===== config.mk =====
export PLATFORM = sky130hd
export DESIGN_NAME = dceclk_top
export DESIGN_NICKNAME = d
export VERILOG_FILES = /design/src/hdl/dceclk_pkg.sv /design/src/hdl/dceclk_sync.sv /design/src/hdl/dceclk_top.sv
export SDC_FILE = /design/constraint.sdc
export NUM_CORES = 1
export LEC_CHECK = 0
export BUFFER_PORTS_ARGS = -buffer_cell sky130_fd_sc_hd__clkbuf_2
export CAP_MARGIN = 20
export CORE_MARGIN = 3
export CORE_UTILIZATION = 40
export CTS_CLUSTER_DIAMETER = 200
export DETAILED_ROUTE_END_ITERATION = 10
export PLACE_DENSITY = 0.74
export SETUP_SLACK_MARGIN = 0.15
export SYNTH_ARGS = -nofsm -noshare
export SYNTH_HDL_FRONTEND = slang
export SYNTH_SLANG_ARGS = --single-unit

===== constraint.sdc =====
create_clock -name i_ref_clk -period 1.45 [get_ports i_ref_clk]
set_clock_uncertainty 0.15 [all_clocks]
set_input_delay 0 -clock i_ref_clk [delete_from_list [all_inputs] [get_ports i_ref_clk]]
set_output_delay 0 -clock i_ref_clk [all_outputs]
set_load 0.01 [all_outputs]

===== src/hdl/dceclk_pkg.sv =====
// constants for the dual comparator event control block
//----------------------------------------------------------------
// Notes on behaviour
// - comparator two priority field, bits 20:18, zero disables, one..seven priority. The code only stores it; o_irq does not use it.
// - comparator two subpriority field, two bits, values zero to three.
// - comparator one priority field at bits 12:10, zero disables. The code only stores it; o_irq does not use it.
// - comparator one subpriority field at bits 9:8, values zero to three.
// - each comparator picks noninverting input: pin or programmable reference.
// - each comparator picks inverting input: three pins or fixed reference.
// - per comparator event detection on chosen level change or any change.
// - result low when noninverting below inverting, high when above.
// - result readable in status register and control bit 8, read-only.
// - output pin carries raw unsynchronised result; register bit stays valid.
// - result bit read returns a sample latched at read time.
// - polarity bit 13 of each control register inverts the output.
// - port input read returns zero for analog-configured pins.
// - edge field: 11 both, 10 falling, 01 rising, 00 disabled.
// - polarity also inverts the signal feeding the event detector.
//----------------------------------------------------------------
package dceclk_pkg;
   localparam int ADDR_W = 4;
   localparam logic [ADDR_W-1:0] OFS_CTRL1 = 4'h0;
   localparam logic [ADDR_W-1:0] OFS_CTRL2 = 4'h1;
   localparam logic [ADDR_W-1:0] OFS_STAT = 4'h2;
   localparam logic [ADDR_W-1:0] OFS_PRIO = 4'h3;
   localparam logic [ADDR_W-1:0] OFS_ISTAT = 4'h4;
   localparam logic [ADDR_W-1:0] OFS_ICLR = 4'h5;
   localparam logic [ADDR_W-1:0] OFS_IEN = 4'h6;
   localparam logic [ADDR_W-1:0] OFS_PORT = 4'h7;
   localparam logic [ADDR_W-1:0] OFS_ANCFG = 4'h8;
   // control register fields
   localparam int B_ON = 15;
   localparam int B_OE = 14;
   localparam int B_INV = 13;
   localparam int B_RES = 8;
   localparam int B_EVH = 7;
   localparam int B_EVL = 6;
   localparam int B_REF = 4;
   localparam int B_CHH = 1;
   localparam int B_CHL = 0;
   localparam logic [31:0] CTRL_WMASK = 32'h0000E0D3;
   localparam logic [31:0] CTRL_RST = 32'h000000C3;
   // priority register fields
   localparam int P2_H = 20;
   localparam int P2_L = 18;
   localparam int S2_H = 17;
   localparam int S2_L = 16;
   localparam int P1_H = 12;
   localparam int P1_L = 10;
   localparam int S1_H = 9;
   localparam int S1_L = 8;
   localparam logic [31:0] PRIO_WMASK = 32'h001F1F00;
   // event edge encodings
   localparam logic [1:0] EV_OFF = 2'h0;
   localparam logic [1:0] EV_RISE = 2'h1;
   localparam logic [1:0] EV_FALL = 2'h2;
   localparam logic [1:0] EV_BOTH = 2'h3;
   // inverting input selections
   localparam logic [1:0] CH_OWN_NEG = 2'h0;
   localparam logic [1:0] CH_OWN_POS = 2'h1;
   localparam logic [1:0] CH_OTH_POS = 2'h2;
   localparam logic [1:0] CH_FIXED = 2'h3;
   localparam int PORT_W = 8;
endpackage


===== src/hdl/dceclk_sync.sv =====
// three-stage synchroniser with agreement filter
`timescale 1ns/1ps
module dceclk_sync #(
   parameter int W = 2
) (
   input wire logic i_ref_clk,
   input wire logic i_rstn,
   input wire logic [W-1:0] i_async,
   output logic [W-1:0] o_sync
);
   typedef struct packed {
      logic [W-1:0] s1;
      logic [W-1:0] s2;
      logic [W-1:0] s3;
      logic [W-1:0] val;
   } dceclk_sync_s;
   dceclk_sync_s st_reg, st_next;

   //----------------------------------------------------------------
   // synchroniser chain
   //----------------------------------------------------------------
   always_comb
   begin
      st_next = st_reg;
      st_next.s1 = i_async;
      st_next.s2 = st_reg.s1;
      st_next.s3 = st_reg.s2;
      // change taken only once second and third stages agree
      for (int k = 0; k < W; k++)
      begin
         if (st_reg.s2[k] == st_reg.s3[k])
         begin
            st_next.val[k] = st_reg.s3[k];
         end
      end
   end

   always_ff @(posedge i_ref_clk)
   begin
      if (!i_rstn)
      begin
         st_reg <= '0;
      end
      else
      begin
         st_reg <= st_next;
      end
   end

   assign o_sync = st_reg.val;
endmodule


===== src/hdl/dceclk_top.sv =====
// dual comparator event control: registers, routing, events
//
// Strobed register access and the register addresses were left to the implementer.
`timescale 1ns/1ps
module dceclk_top
   import dceclk_pkg::*;
#(
   parameter int PW = dceclk_pkg::PORT_W
) (
   input wire logic i_ref_clk,
   input wire logic i_rstn,
   input wire logic [dceclk_pkg::ADDR_W-1:0] i_addr,
   input wire logic [31:0] i_wdata,
   input wire logic i_wr,
   input wire logic i_rd,
   output logic [31:0] o_rdata,
   input wire logic [1:0] i_cmp_raw,
   input wire logic [PW-1:0] i_port_pins,
   output logic [1:0] o_noninv_sel_ref,
   output logic [3:0] o_inv_sel,
   output logic [1:0] o_cmp_enable,
   output logic [1:0] o_comparator_out_pin,
   output logic [1:0] o_output_pin_enable,
   output logic o_irq
);
   import dceclk_pkg::*;

   typedef struct packed {
      logic [31:0] ctrl1;
      logic [31:0] ctrl2;
      logic [31:0] prio;
      logic [1:0] prev;
      logic [1:0] pend;
      logic [1:0] ien;
      logic [PW-1:0] ancfg;
      logic [31:0] rdata;
   } dceclk_s;
   dceclk_s st_reg, st_next;

   logic [1:0] cmp_sync;
   logic [1:0] inv;
   logic [1:0] polar;
   logic [1:0] evt;
   logic [PW-1:0] port_sync;

   function automatic logic edge_hit(input logic [1:0] sel, input logic prv, input logic cur);
      logic r;
      logic f;
      r = !prv && cur;
      f = prv && !cur;
      case (sel)
         EV_RISE: edge_hit = r;
         EV_FALL: edge_hit = f;
         EV_BOTH: edge_hit = r || f;
         default: edge_hit = 1'b0;
      endcase
   endfunction

   //----------------------------------------------------------------
   // input synchronisers
   //----------------------------------------------------------------
   // synchronise comparator outputs
   dceclk_sync #(.W(2)) u_cmp_sync (
      .i_ref_clk(i_ref_clk),
      .i_rstn(i_rstn),
      .i_async(i_cmp_raw),
      .o_sync(cmp_sync)
   );

   dceclk_sync #(.W(PW)) u_port_sync (
      .i_ref_clk(i_ref_clk),
      .i_rstn(i_rstn),
      .i_async(i_port_pins),
      .o_sync(port_sync)
   );

   //----------------------------------------------------------------
   // polarity and events
   //----------------------------------------------------------------
   always_comb
   begin
      inv[0] = st_reg.ctrl1[B_INV];
      inv[1] = st_reg.ctrl2[B_INV];
      polar = cmp_sync ^ inv;
      evt[0] = st_reg.ctrl1[B_ON] && edge_hit(st_reg.ctrl1[B_EVH:B_EVL], st_reg.prev[0], polar[0]);
      evt[1] = st_reg.ctrl2[B_ON] && edge_hit(st_reg.ctrl2[B_EVH:B_EVL], st_reg.prev[1], polar[1]);
   end

   //----------------------------------------------------------------
   // register file
   //----------------------------------------------------------------
   always_comb
   begin
      st_next = st_reg;
      st_next.prev = polar;
      st_next.rdata = 32'h00000000;
      // set wins over clear so no event is lost
      if (i_wr && i_addr == OFS_ICLR)
      begin
         st_next.pend = st_reg.pend & ~i_wdata[1:0];
      end
      st_next.pend = st_next.pend | evt;
      if (i_wr)
      begin
         case (i_addr)
            OFS_CTRL1: st_next.ctrl1 = i_wdata & CTRL_WMASK;
            OFS_CTRL2: st_next.ctrl2 = i_wdata & CTRL_WMASK;
            OFS_PRIO: st_next.prio = i_wdata & PRIO_WMASK;
            OFS_IEN: st_next.ien = i_wdata[1:0];
            OFS_ANCFG: st_next.ancfg = i_wdata[PW-1:0];
            default: st_next.ien = st_reg.ien;
         endcase
      end
      if (i_rd)
      begin
         // sample taken at read, the read data register is the latch
         case (i_addr)
            OFS_CTRL1: st_next.rdata = st_reg.ctrl1 | {23'h000000, polar[0], 8'h00};
            OFS_CTRL2: st_next.rdata = st_reg.ctrl2 | {23'h000000, polar[1], 8'h00};
            OFS_STAT: st_next.rdata = {30'h00000000, polar};
            OFS_PRIO: st_next.rdata = st_reg.prio;
            OFS_ISTAT: st_next.rdata = {30'h00000000, st_reg.pend};
            OFS_IEN: st_next.rdata = {30'h00000000, st_reg.ien};
            OFS_PORT: st_next.rdata = 32'(port_sync & ~st_reg.ancfg);
            OFS_ANCFG: st_next.rdata = 32'(st_reg.ancfg);
            default: st_next.rdata = 32'h00000000;
         endcase
      end
   end

   always_ff @(posedge i_ref_clk)
   begin
      if (!i_rstn)
      begin
         st_reg <= '0;
         st_reg.ctrl1 <= CTRL_RST;
         st_reg.ctrl2 <= CTRL_RST;
      end
      else
      begin
         st_reg <= st_next;
      end
   end

   //----------------------------------------------------------------
   // outputs
   //----------------------------------------------------------------
   assign o_rdata = st_reg.rdata;
   assign o_irq = |(st_reg.pend & st_reg.ien);
   assign o_cmp_enable = {st_reg.ctrl2[B_ON], st_reg.ctrl1[B_ON]};
   assign o_noninv_sel_ref = {st_reg.ctrl2[B_REF], st_reg.ctrl1[B_REF]};
   assign o_inv_sel = {st_reg.ctrl2[B_CHH:B_CHL], st_reg.ctrl1[B_CHH:B_CHL]};
   assign o_output_pin_enable = {st_reg.ctrl2[B_OE], st_reg.ctrl1[B_OE]};
   // raw path: no synchroniser delay on the pin, glitches pass too
   assign o_comparator_out_pin = (i_cmp_raw ^ inv) & o_output_pin_enable;

   //----------------------------------------------------------------
   // checks
   //----------------------------------------------------------------
   AST_IRQ_SET: assert property (@(posedge i_ref_clk) disable iff (!i_rstn)
      (evt[0] && st_reg.ien[0]) |=> o_irq)
      else $error("enabled event did not raise interrupt");
   AST_OFF_NO_EVT: assert property (@(posedge i_ref_clk) disable iff (!i_rstn)
      (st_reg.ctrl1[B_EVH:B_EVL] == EV_OFF) |-> !evt[0])
      else $error("event with detection disabled");
   AST_RISE: assert property (@(posedge i_ref_clk) disable iff (!i_rstn)
      (st_reg.ctrl1[B_ON] && st_reg.ctrl1[B_EVH:B_EVL] == EV_RISE && !st_reg.prev[0] && polar[0]) |=> st_reg.pend[0])
      else $error("rising edge missed");
   AST_RD_STAT: assert property (@(posedge i_ref_clk) disable iff (!i_rstn)
      (i_rd && i_addr == OFS_STAT) |=> o_rdata == {30'h00000000, $past(polar)})
      else $error("status read mismatch");
   AST_RD_BIT8: assert property (@(posedge i_ref_clk) disable iff (!i_rstn)
      (i_rd && i_addr == OFS_CTRL2) |=> o_rdata[B_RES] == $past(polar[1]))
      else $error("result bit not sampled at read");
   AST_PRIO: assert property (@(posedge i_ref_clk) disable iff (!i_rstn)
      (i_wr && i_addr == OFS_PRIO) |=> st_reg.prio[P2_H:P2_L] == $past(i_wdata[P2_H:P2_L])
      && st_reg.prio[P1_H:P1_L] == $past(i_wdata[P1_H:P1_L]))
      else $error("priority not stored");
   AST_SUB: assert property (@(posedge i_ref_clk) disable iff (!i_rstn)
      (i_wr && i_addr == OFS_PRIO) |=> st_reg.prio[S1_H:S1_L] == $past(i_wdata[S1_H:S1_L])
      && st_reg.prio[S2_H:S2_L] == $past(i_wdata[S2_H:S2_L]))
      else $error("subpriority not stored");
   AST_PORT: assert property (@(posedge i_ref_clk) disable iff (!i_rstn)
      (i_rd && i_addr == OFS_PORT) |=> (o_rdata[PW-1:0] & $past(st_reg.ancfg)) == '0)
      else $error("analog pin read nonzero");
   AST_PIN: assert property (@(posedge i_ref_clk) disable iff (!i_rstn)
      !o_output_pin_enable[0] |-> !o_comparator_out_pin[0])
      else $error("pin driven while disabled");

   //----------------------------------------------------------------
   // checks: event detection on both comparators
   //----------------------------------------------------------------
   AST_IRQ_SET2: assert property (@(posedge i_ref_clk) disable iff (!i_rstn)
      (evt[1] && st_reg.ien[1]) |=> o_irq)
      else $error("enabled event two did not raise interrupt");

   AST_OFF_NO_EVT2: assert property (@(posedge i_ref_clk) disable iff (!i_rstn)
      (st_reg.ctrl2[B_EVH:B_EVL] == EV_OFF) |-> !evt[1])
      else $error("event two with detection disabled");

   AST_IDLE_NO_EVT1: assert property (@(posedge i_ref_clk) disable iff (!i_rstn)
      !st_reg.ctrl1[B_ON] |-> !evt[0])
      else $error("event one while comparator off");

   AST_IDLE_NO_EVT2: assert property (@(posedge i_ref_clk) disable iff (!i_rstn)
      !st_reg.ctrl2[B_ON] |-> !evt[1])
      else $error("event two while comparator off");

   AST_RISE2: assert property (@(posedge i_ref_clk) disable iff (!i_rstn)
      (st_reg.ctrl2[B_ON] && st_reg.ctrl2[B_EVH:B_EVL] == EV_RISE && !st_reg.prev[1] && polar[1])
      |=> st_reg.pend[1])
      else $error("rising edge two missed");

   AST_FALL1: assert property (@(posedge i_ref_clk) disable iff (!i_rstn)
      (st_reg.ctrl1[B_ON] && st_reg.ctrl1[B_EVH:B_EVL] == EV_FALL && st_reg.prev[0] && !polar[0])
      |=> st_reg.pend[0])
      else $error("falling edge one missed");

   AST_FALL2: assert property (@(posedge i_ref_clk) disable iff (!i_rstn)
      (st_reg.ctrl2[B_ON] && st_reg.ctrl2[B_EVH:B_EVL] == EV_FALL && st_reg.prev[1] && !polar[1])
      |=> st_reg.pend[1])
      else $error("falling edge two missed");

   AST_BOTH1: assert property (@(posedge i_ref_clk) disable iff (!i_rstn)
      (st_reg.ctrl1[B_ON] && st_reg.ctrl1[B_EVH:B_EVL] == EV_BOTH && st_reg.prev[0] != polar[0])
      |=> st_reg.pend[0])
      else $error("any change on one missed");

   AST_BOTH2: assert property (@(posedge i_ref_clk) disable iff (!i_rstn)
      (st_reg.ctrl2[B_ON] && st_reg.ctrl2[B_EVH:B_EVL] == EV_BOTH && st_reg.prev[1] != polar[1])
      |=> st_reg.pend[1])
      else $error("any change on two missed");

   AST_RISE_ONLY1: assert property (@(posedge i_ref_clk) disable iff (!i_rstn)
      (st_reg.ctrl1[B_EVH:B_EVL] == EV_RISE && st_reg.prev[0] && !polar[0]) |-> !evt[0])
      else $error("falling edge one fired in rising mode");

   AST_RISE_ONLY2: assert property (@(posedge i_ref_clk) disable iff (!i_rstn)
      (st_reg.ctrl2[B_EVH:B_EVL] == EV_RISE && st_reg.prev[1] && !polar[1]) |-> !evt[1])
      else $error("falling edge two fired in rising mode");

   AST_FALL_ONLY1: assert property (@(posedge i_ref_clk) disable iff (!i_rstn)
      (st_reg.ctrl1[B_EVH:B_EVL] == EV_FALL && !st_reg.prev[0] && polar[0]) |-> !evt[0])
      else $error("rising edge one fired in falling mode");

   AST_FALL_ONLY2: assert property (@(posedge i_ref_clk) disable iff (!i_rstn)
      (st_reg.ctrl2[B_EVH:B_EVL] == EV_FALL && !st_reg.prev[1] && polar[1]) |-> !evt[1])
      else $error("rising edge two fired in falling mode");

   //----------------------------------------------------------------
   // checks: sticky status and interrupt line
   //----------------------------------------------------------------
   AST_PEND_HOLD1: assert property (@(posedge i_ref_clk) disable iff (!i_rstn)
      (st_reg.pend[0] && !(i_wr && i_addr == OFS_ICLR && i_wdata[0])) |=> st_reg.pend[0])
      else $error("status one dropped without clear");

   AST_PEND_HOLD2: assert property (@(posedge i_ref_clk) disable iff (!i_rstn)
      (st_reg.pend[1] && !(i_wr && i_addr == OFS_ICLR && i_wdata[1])) |=> st_reg.pend[1])
      else $error("status two dropped without clear");

   AST_CLR1: assert property (@(posedge i_ref_clk) disable iff (!i_rstn)
      (i_wr && i_addr == OFS_ICLR && i_wdata[0] && !evt[0]) |=> !st_reg.pend[0])
      else $error("status one not cleared");

   AST_CLR2: assert property (@(posedge i_ref_clk) disable iff (!i_rstn)
      (i_wr && i_addr == OFS_ICLR && i_wdata[1] && !evt[1]) |=> !st_reg.pend[1])
      else $error("status two not cleared");

   AST_NO_SPUR1: assert property (@(posedge i_ref_clk) disable iff (!i_rstn)
      (!st_reg.pend[0] && !evt[0]) |=> !st_reg.pend[0])
      else $error("status one set without event");

   AST_NO_SPUR2: assert property (@(posedge i_ref_clk) disable iff (!i_rstn)
      (!st_reg.pend[1] && !evt[1]) |=> !st_reg.pend[1])
      else $error("status two set without event");

   AST_IRQ_NONE: assert property (@(posedge i_ref_clk) disable iff (!i_rstn)
      (st_reg.ien == 2'h0) |-> !o_irq)
      else $error("interrupt with nothing enabled");

   AST_RD_PEND: assert property (@(posedge i_ref_clk) disable iff (!i_rstn)
      (i_rd && i_addr == OFS_ISTAT) |=> o_rdata == {30'h00000000, $past(st_reg.pend)})
      else $error("status read mismatch");

   //----------------------------------------------------------------
   // checks: register port
   //----------------------------------------------------------------
   AST_RD_BIT8_ONE: assert property (@(posedge i_ref_clk) disable iff (!i_rstn)
      (i_rd && i_addr == OFS_CTRL1) |=> o_rdata[B_RES] == $past(polar[0]))
      else $error("result bit one not sampled at read");

   AST_RD_IDLE: assert property (@(posedge i_ref_clk) disable iff (!i_rstn)
      !i_rd |=> o_rdata == 32'h00000000)
      else $error("read data outside read slot");

   AST_CTRL_MASK: assert property (@(posedge i_ref_clk) disable iff (!i_rstn)
      ((st_reg.ctrl1 | st_reg.ctrl2) & ~CTRL_WMASK) == 32'h00000000)
      else $error("read-only control bit stored");

   AST_PRIO_MASK: assert property (@(posedge i_ref_clk) disable iff (!i_rstn)
      (st_reg.prio & ~PRIO_WMASK) == 32'h00000000)
      else $error("unused priority bit stored");

   AST_CTRL1_WR: assert property (@(posedge i_ref_clk) disable iff (!i_rstn)
      (i_wr && i_addr == OFS_CTRL1) |=> o_noninv_sel_ref[0] == $past(i_wdata[B_REF])
      && o_inv_sel[1:0] == $past(i_wdata[B_CHH:B_CHL]) && st_reg.ctrl1[B_INV] == $past(i_wdata[B_INV]))
      else $error("input selection one not stored");

   AST_CTRL2_WR: assert property (@(posedge i_ref_clk) disable iff (!i_rstn)
      (i_wr && i_addr == OFS_CTRL2) |=> o_noninv_sel_ref[1] == $past(i_wdata[B_REF])
      && o_inv_sel[3:2] == $past(i_wdata[B_CHH:B_CHL]) && st_reg.ctrl2[B_INV] == $past(i_wdata[B_INV]))
      else $error("input selection two not stored");

   AST_CTRL1_EN: assert property (@(posedge i_ref_clk) disable iff (!i_rstn)
      (i_wr && i_addr == OFS_CTRL1) |=> o_output_pin_enable[0] == $past(i_wdata[B_OE])
      && o_cmp_enable[0] == $past(i_wdata[B_ON]))
      else $error("enables one not stored");

   AST_CTRL2_EN: assert property (@(posedge i_ref_clk) disable iff (!i_rstn)
      (i_wr && i_addr == OFS_CTRL2) |=> o_output_pin_enable[1] == $past(i_wdata[B_OE])
      && o_cmp_enable[1] == $past(i_wdata[B_ON]))
      else $error("enables two not stored");

   AST_HOLD: assert property (@(posedge i_ref_clk) disable iff (!i_rstn)
      !i_wr |=> $stable(st_reg.ctrl1) && $stable(st_reg.ctrl2) && $stable(st_reg.prio)
      && $stable(st_reg.ien) && $stable(st_reg.ancfg))
      else $error("register changed without write");

   //----------------------------------------------------------------
   // checks: output pins
   //----------------------------------------------------------------
   AST_PIN2: assert property (@(posedge i_ref_clk) disable iff (!i_rstn)
      !o_output_pin_enable[1] |-> !o_comparator_out_pin[1])
      else $error("pin two driven while disabled");

   AST_PIN_RAW1: assert property (@(posedge i_ref_clk) disable iff (!i_rstn)
      (o_output_pin_enable[0] && !st_reg.ctrl1[B_INV]) |-> o_comparator_out_pin[0] == i_cmp_raw[0])
      else $error("pin one does not follow result");

   AST_PIN_RAW2: assert property (@(posedge i_ref_clk) disable iff (!i_rstn)
      (o_output_pin_enable[1] && !st_reg.ctrl2[B_INV]) |-> o_comparator_out_pin[1] == i_cmp_raw[1])
      else $error("pin two does not follow result");

   AST_PIN_INV1: assert property (@(posedge i_ref_clk) disable iff (!i_rstn)
      (o_output_pin_enable[0] && st_reg.ctrl1[B_INV]) |-> o_comparator_out_pin[0] == !i_cmp_raw[0])
      else $error("pin one not inverted");

   AST_PIN_INV2: assert property (@(posedge i_ref_clk) disable iff (!i_rstn)
      (o_output_pin_enable[1] && st_reg.ctrl2[B_INV]) |-> o_comparator_out_pin[1] == !i_cmp_raw[1])
      else $error("pin two not inverted");
endmodule

==> impl_metrics.env <==
export IMPL_status="finished with violations"
export IMPL_violations="hold timing"
export IMPL_synth_seq_cells=101
export IMPL_grt_max_degree=71
export IMPL_diodes=0
export IMPL_fmax_ghz=0.721
export IMPL_worstPathMaxFanout=2
export IMPL_first_pass_iters=4
export IMPL_critPathCaptureType="primary output"
export IMPL_clkTransAtPathRegs_ns=0.11
export IMPL_htree_levels=3
export IMPL_crit_chain="buf_6 > xor2_1 > and2_1 > clkbuf_2"
export IMPL_stdcell_area_sq_um=5230
export IMPL_netlist_area_leader_share_pct=49.8
export IMPL_final_hold_viol_count=13
export IMPL_cts_path_max_buffers=2
export IMPL_vias=3106
export IMPL_clockRootBuffer="clkbuf_8"
export IMPL_die_area_sq_um=11400
export IMPL_cp_slowest_cell="dfxtp_2"
export IMPL_finalCriticalPeriod_ns=1.39
export IMPL_cts_made_buffers=9
export IMPL_fin_tns_setup_ns=0
export IMPL_p_sw_mw=1.28
export IMPL_start_util_pct=41.4
export IMPL_drtIter0Drc=140
export IMPL_antenna_found_initial=0
export IMPL_fin_ws_ns=0.0633
export IMPL_critPathLaunch="inv[1]"
export IMPL_synth_area_sq_um=4060
export IMPL_critPathCapture="o_comparator_out_pin[1]"
export IMPL_reg2reg_depth=4
export IMPL_crit_buf_inv=2
export IMPL_drc=0
export IMPL_wl_mm=8.97
export IMPL_setup_worst_path_class="reg2out"
export IMPL_fillers=894
export IMPL_final_util_pct=53.2
export IMPL_avgViaCountPerCell=4.79
export IMPL_io_pins=95
export IMPL_p_seq_share_pct=54.9
export IMPL_slew_viol_final=0
export IMPL_cp_arrival_ns=1.24
export IMPL_place_gp_congestion=0.888
export IMPL_hpwl_mm=5.90
export IMPL_place_worst_setup_slack_ns=0.0330
export IMPL_clock_insertion_delay_worst_skew_ns=0.36
export IMPL_whs_ns=-0.130
export IMPL_critPathRequiredTime_ns=1.30
export IMPL_synth_most_common_cell="dfxtp_1"
export IMPL_synth_edff_count=0
export IMPL_rr_endpoint="o_rdata[8]"
export IMPL_fp_dieH_um=107
export IMPL_overflow=0
export IMPL_area_growth_pct=28.6
export IMPL_startpoint_type="flip-flop"
export IMPL_core_rowCount=36
export IMPL_fin_crit_sh_pct=95.6
export IMPL_wl_per_cell_um=13.8
export IMPL_yosys_warnings=0
export IMPL_min_path_type="in2reg"
export IMPL_ys_top_cells_by_area="dfxtp_1 50%, buf_4 8.5%, mux2i_1 8.1%"
export IMPL_setup_violations_final=0
export IMPL_comb_power_share_pct=8.6
export IMPL_rsz0062_at_grt="true"
export IMPL_ir_drop_v=0.000462
export IMPL_switching_share_pct=24.6
export IMPL_max_stage_delay_ns=0.35
export IMPL_synth_area_leader_cell="dfxtp_1"
export IMPL_fin_nets=560
export IMPL_antenna_left=0
export IMPL_powerDensity_nw_per_um2=991
export IMPL_power_internal_mw=3.90
export IMPL_ys_async_sr_fraction_pct=0
export IMPL_cap_violations=0
export IMPL_cts_num_sinks=101
export IMPL_path_delay_family="flip-flops"
export IMPL_grt_pass1_wl_mm=14.4
export IMPL_p_leak_nw=2.23
export IMPL_r2r_setup_slack_ns=0.14
export IMPL_ctsHoldBuffers=48
export IMPL_layout_drive_gt1_share_pct=26.0
export IMPL_synth_distinct_cells=41
export IMPL_pwr_share_clk_pct=36.5
export IMPL_synth_ff_type="dfxtp_1"
export IMPL_seq_area_frac_synth_pct=49.8
export IMPL_timing_rr_start="u_cmp_sync.o_sync[1]"
export IMPL_grt_use_total_pct=15.9
export IMPL_cts_tree="built"
export IMPL_core_area_sq_um=9820
export IMPL_dpl_instance_area_sq_um=4420
export IMPL_holdPathStages=3
export IMPL_synth_area_per_cell_sq_um=10.0
export IMPL_grt_pass1_vias=3001
export IMPL_synthTopCellsByCount="101 x dfxtp_1, 46 x buf_4, 43 x and2_1"
export IMPL_syn_inst=405
export IMPL_cp_num_cells=4
export IMPL_port_buffers=72
export IMPL_largest_register_ffs=28
export IMPL_die_w_um=107
[what timing repair did]
action	CTS	global route
gates resized for setup	8	12
endpoints found under the hold margin	75	23
pin swaps	3	5
gates cloned	0	1
setup buffers	3	0
endpoints found under the setup margin	6	22
[worst reg2reg max path, stage by stage (launching register included)]
cell and delay [ns]:
dfxtp_2 0.35, xor2_2 0.19, mux2_2 0.28, a22oi_2 0.17, nor4_1 0.07
[power by group through the flow]
stage	Sequential, mW	Combinational, mW	Clock (mW)
2_1_floorplan	2.90	0.222	0
3_3_place_gp	2.91	0.319	0
3_5_place_dp	2.91	0.328	0
4_1_cts	2.84	0.432	1.94
5_1_grt	2.85	0.483	2.05
6_report	2.84	0.447	1.89
[cells by family after synthesis]
group | share of synthesized area (%)
DFF | 49.8
xor gates and xnor gates | 0.862
other | 0.0923
and+or+nand+nor | 21.5
AOI/OAI and AO/OA | 9.21
muxes | 8.41
buffers and inverters | 10.1
[placed cells by master (no fill, tap or decap), types with 3 or more instances in the layout]
master	instances
dfxtp_1	97
clkbuf_2	71
dlygate4sd3_1	47
and2_1	43
nand2_1	36
mux2i_1	33
nor2b_1	25
buf_4	17
conb_1	11
a21boi_1	10
o21ai_0	10
a21boi_0	10
nand3_1	9
clkbuf_8	9
nor2_1	7
nand3b_1	7
a22o_1	6
a21oi_1	6
buf_12	4
nand4_1	3
a22oi_1	3
nand3_2	3
dfxtp_2	3
[through the flow]
stage / power [mW] / cells
after global placement: 3.23 / 580
after CTS: 5.21 / 647
final: 5.18 / 648
after detailed placement: 3.24 / 580
after global routing: 5.38 / 648
after floorplan: 3.12 / 415
[layer usage]
layer	share of wire (%)	vias up	track usage, %
met4	1.9	0	6.30
li1	-	1516	-
met2	51	93	27.9
met1	42	1483	18.3
met3	5.4	14	4.46
met5	0	-	0
[final cells by class]
class	instances	area (sq um)	area share, %
clock inverter	7	92.6	1.77
clock buffer	9	124	2.37
sequential	101	2030	38.8
multi-input combinational	253	1730	33.0
timing repair buffer	144	1080	20.8
inverter	1	3.75	0.0718
tap	133	166	3.18
[worst min-delay path by stage]
stage                              end  slack, ns           start
4_1_cts                     o_rdata[8]      -0.22          i_rstn
2_1_floorplan    u_cmp_sync.st_next[4]      -0.03    i_cmp_raw[0]
6_report                    o_rdata[8]      -0.13          i_rstn
3_5_place_dp   u_port_sync.st_next[19]       0.06  i_port_pins[3]
5_1_grt                     o_rdata[8]      -0.16          i_rstn
3_3_place_gp   u_port_sync.st_next[22]       0.06  i_port_pins[6]
(Power assumes the default switching activity.)
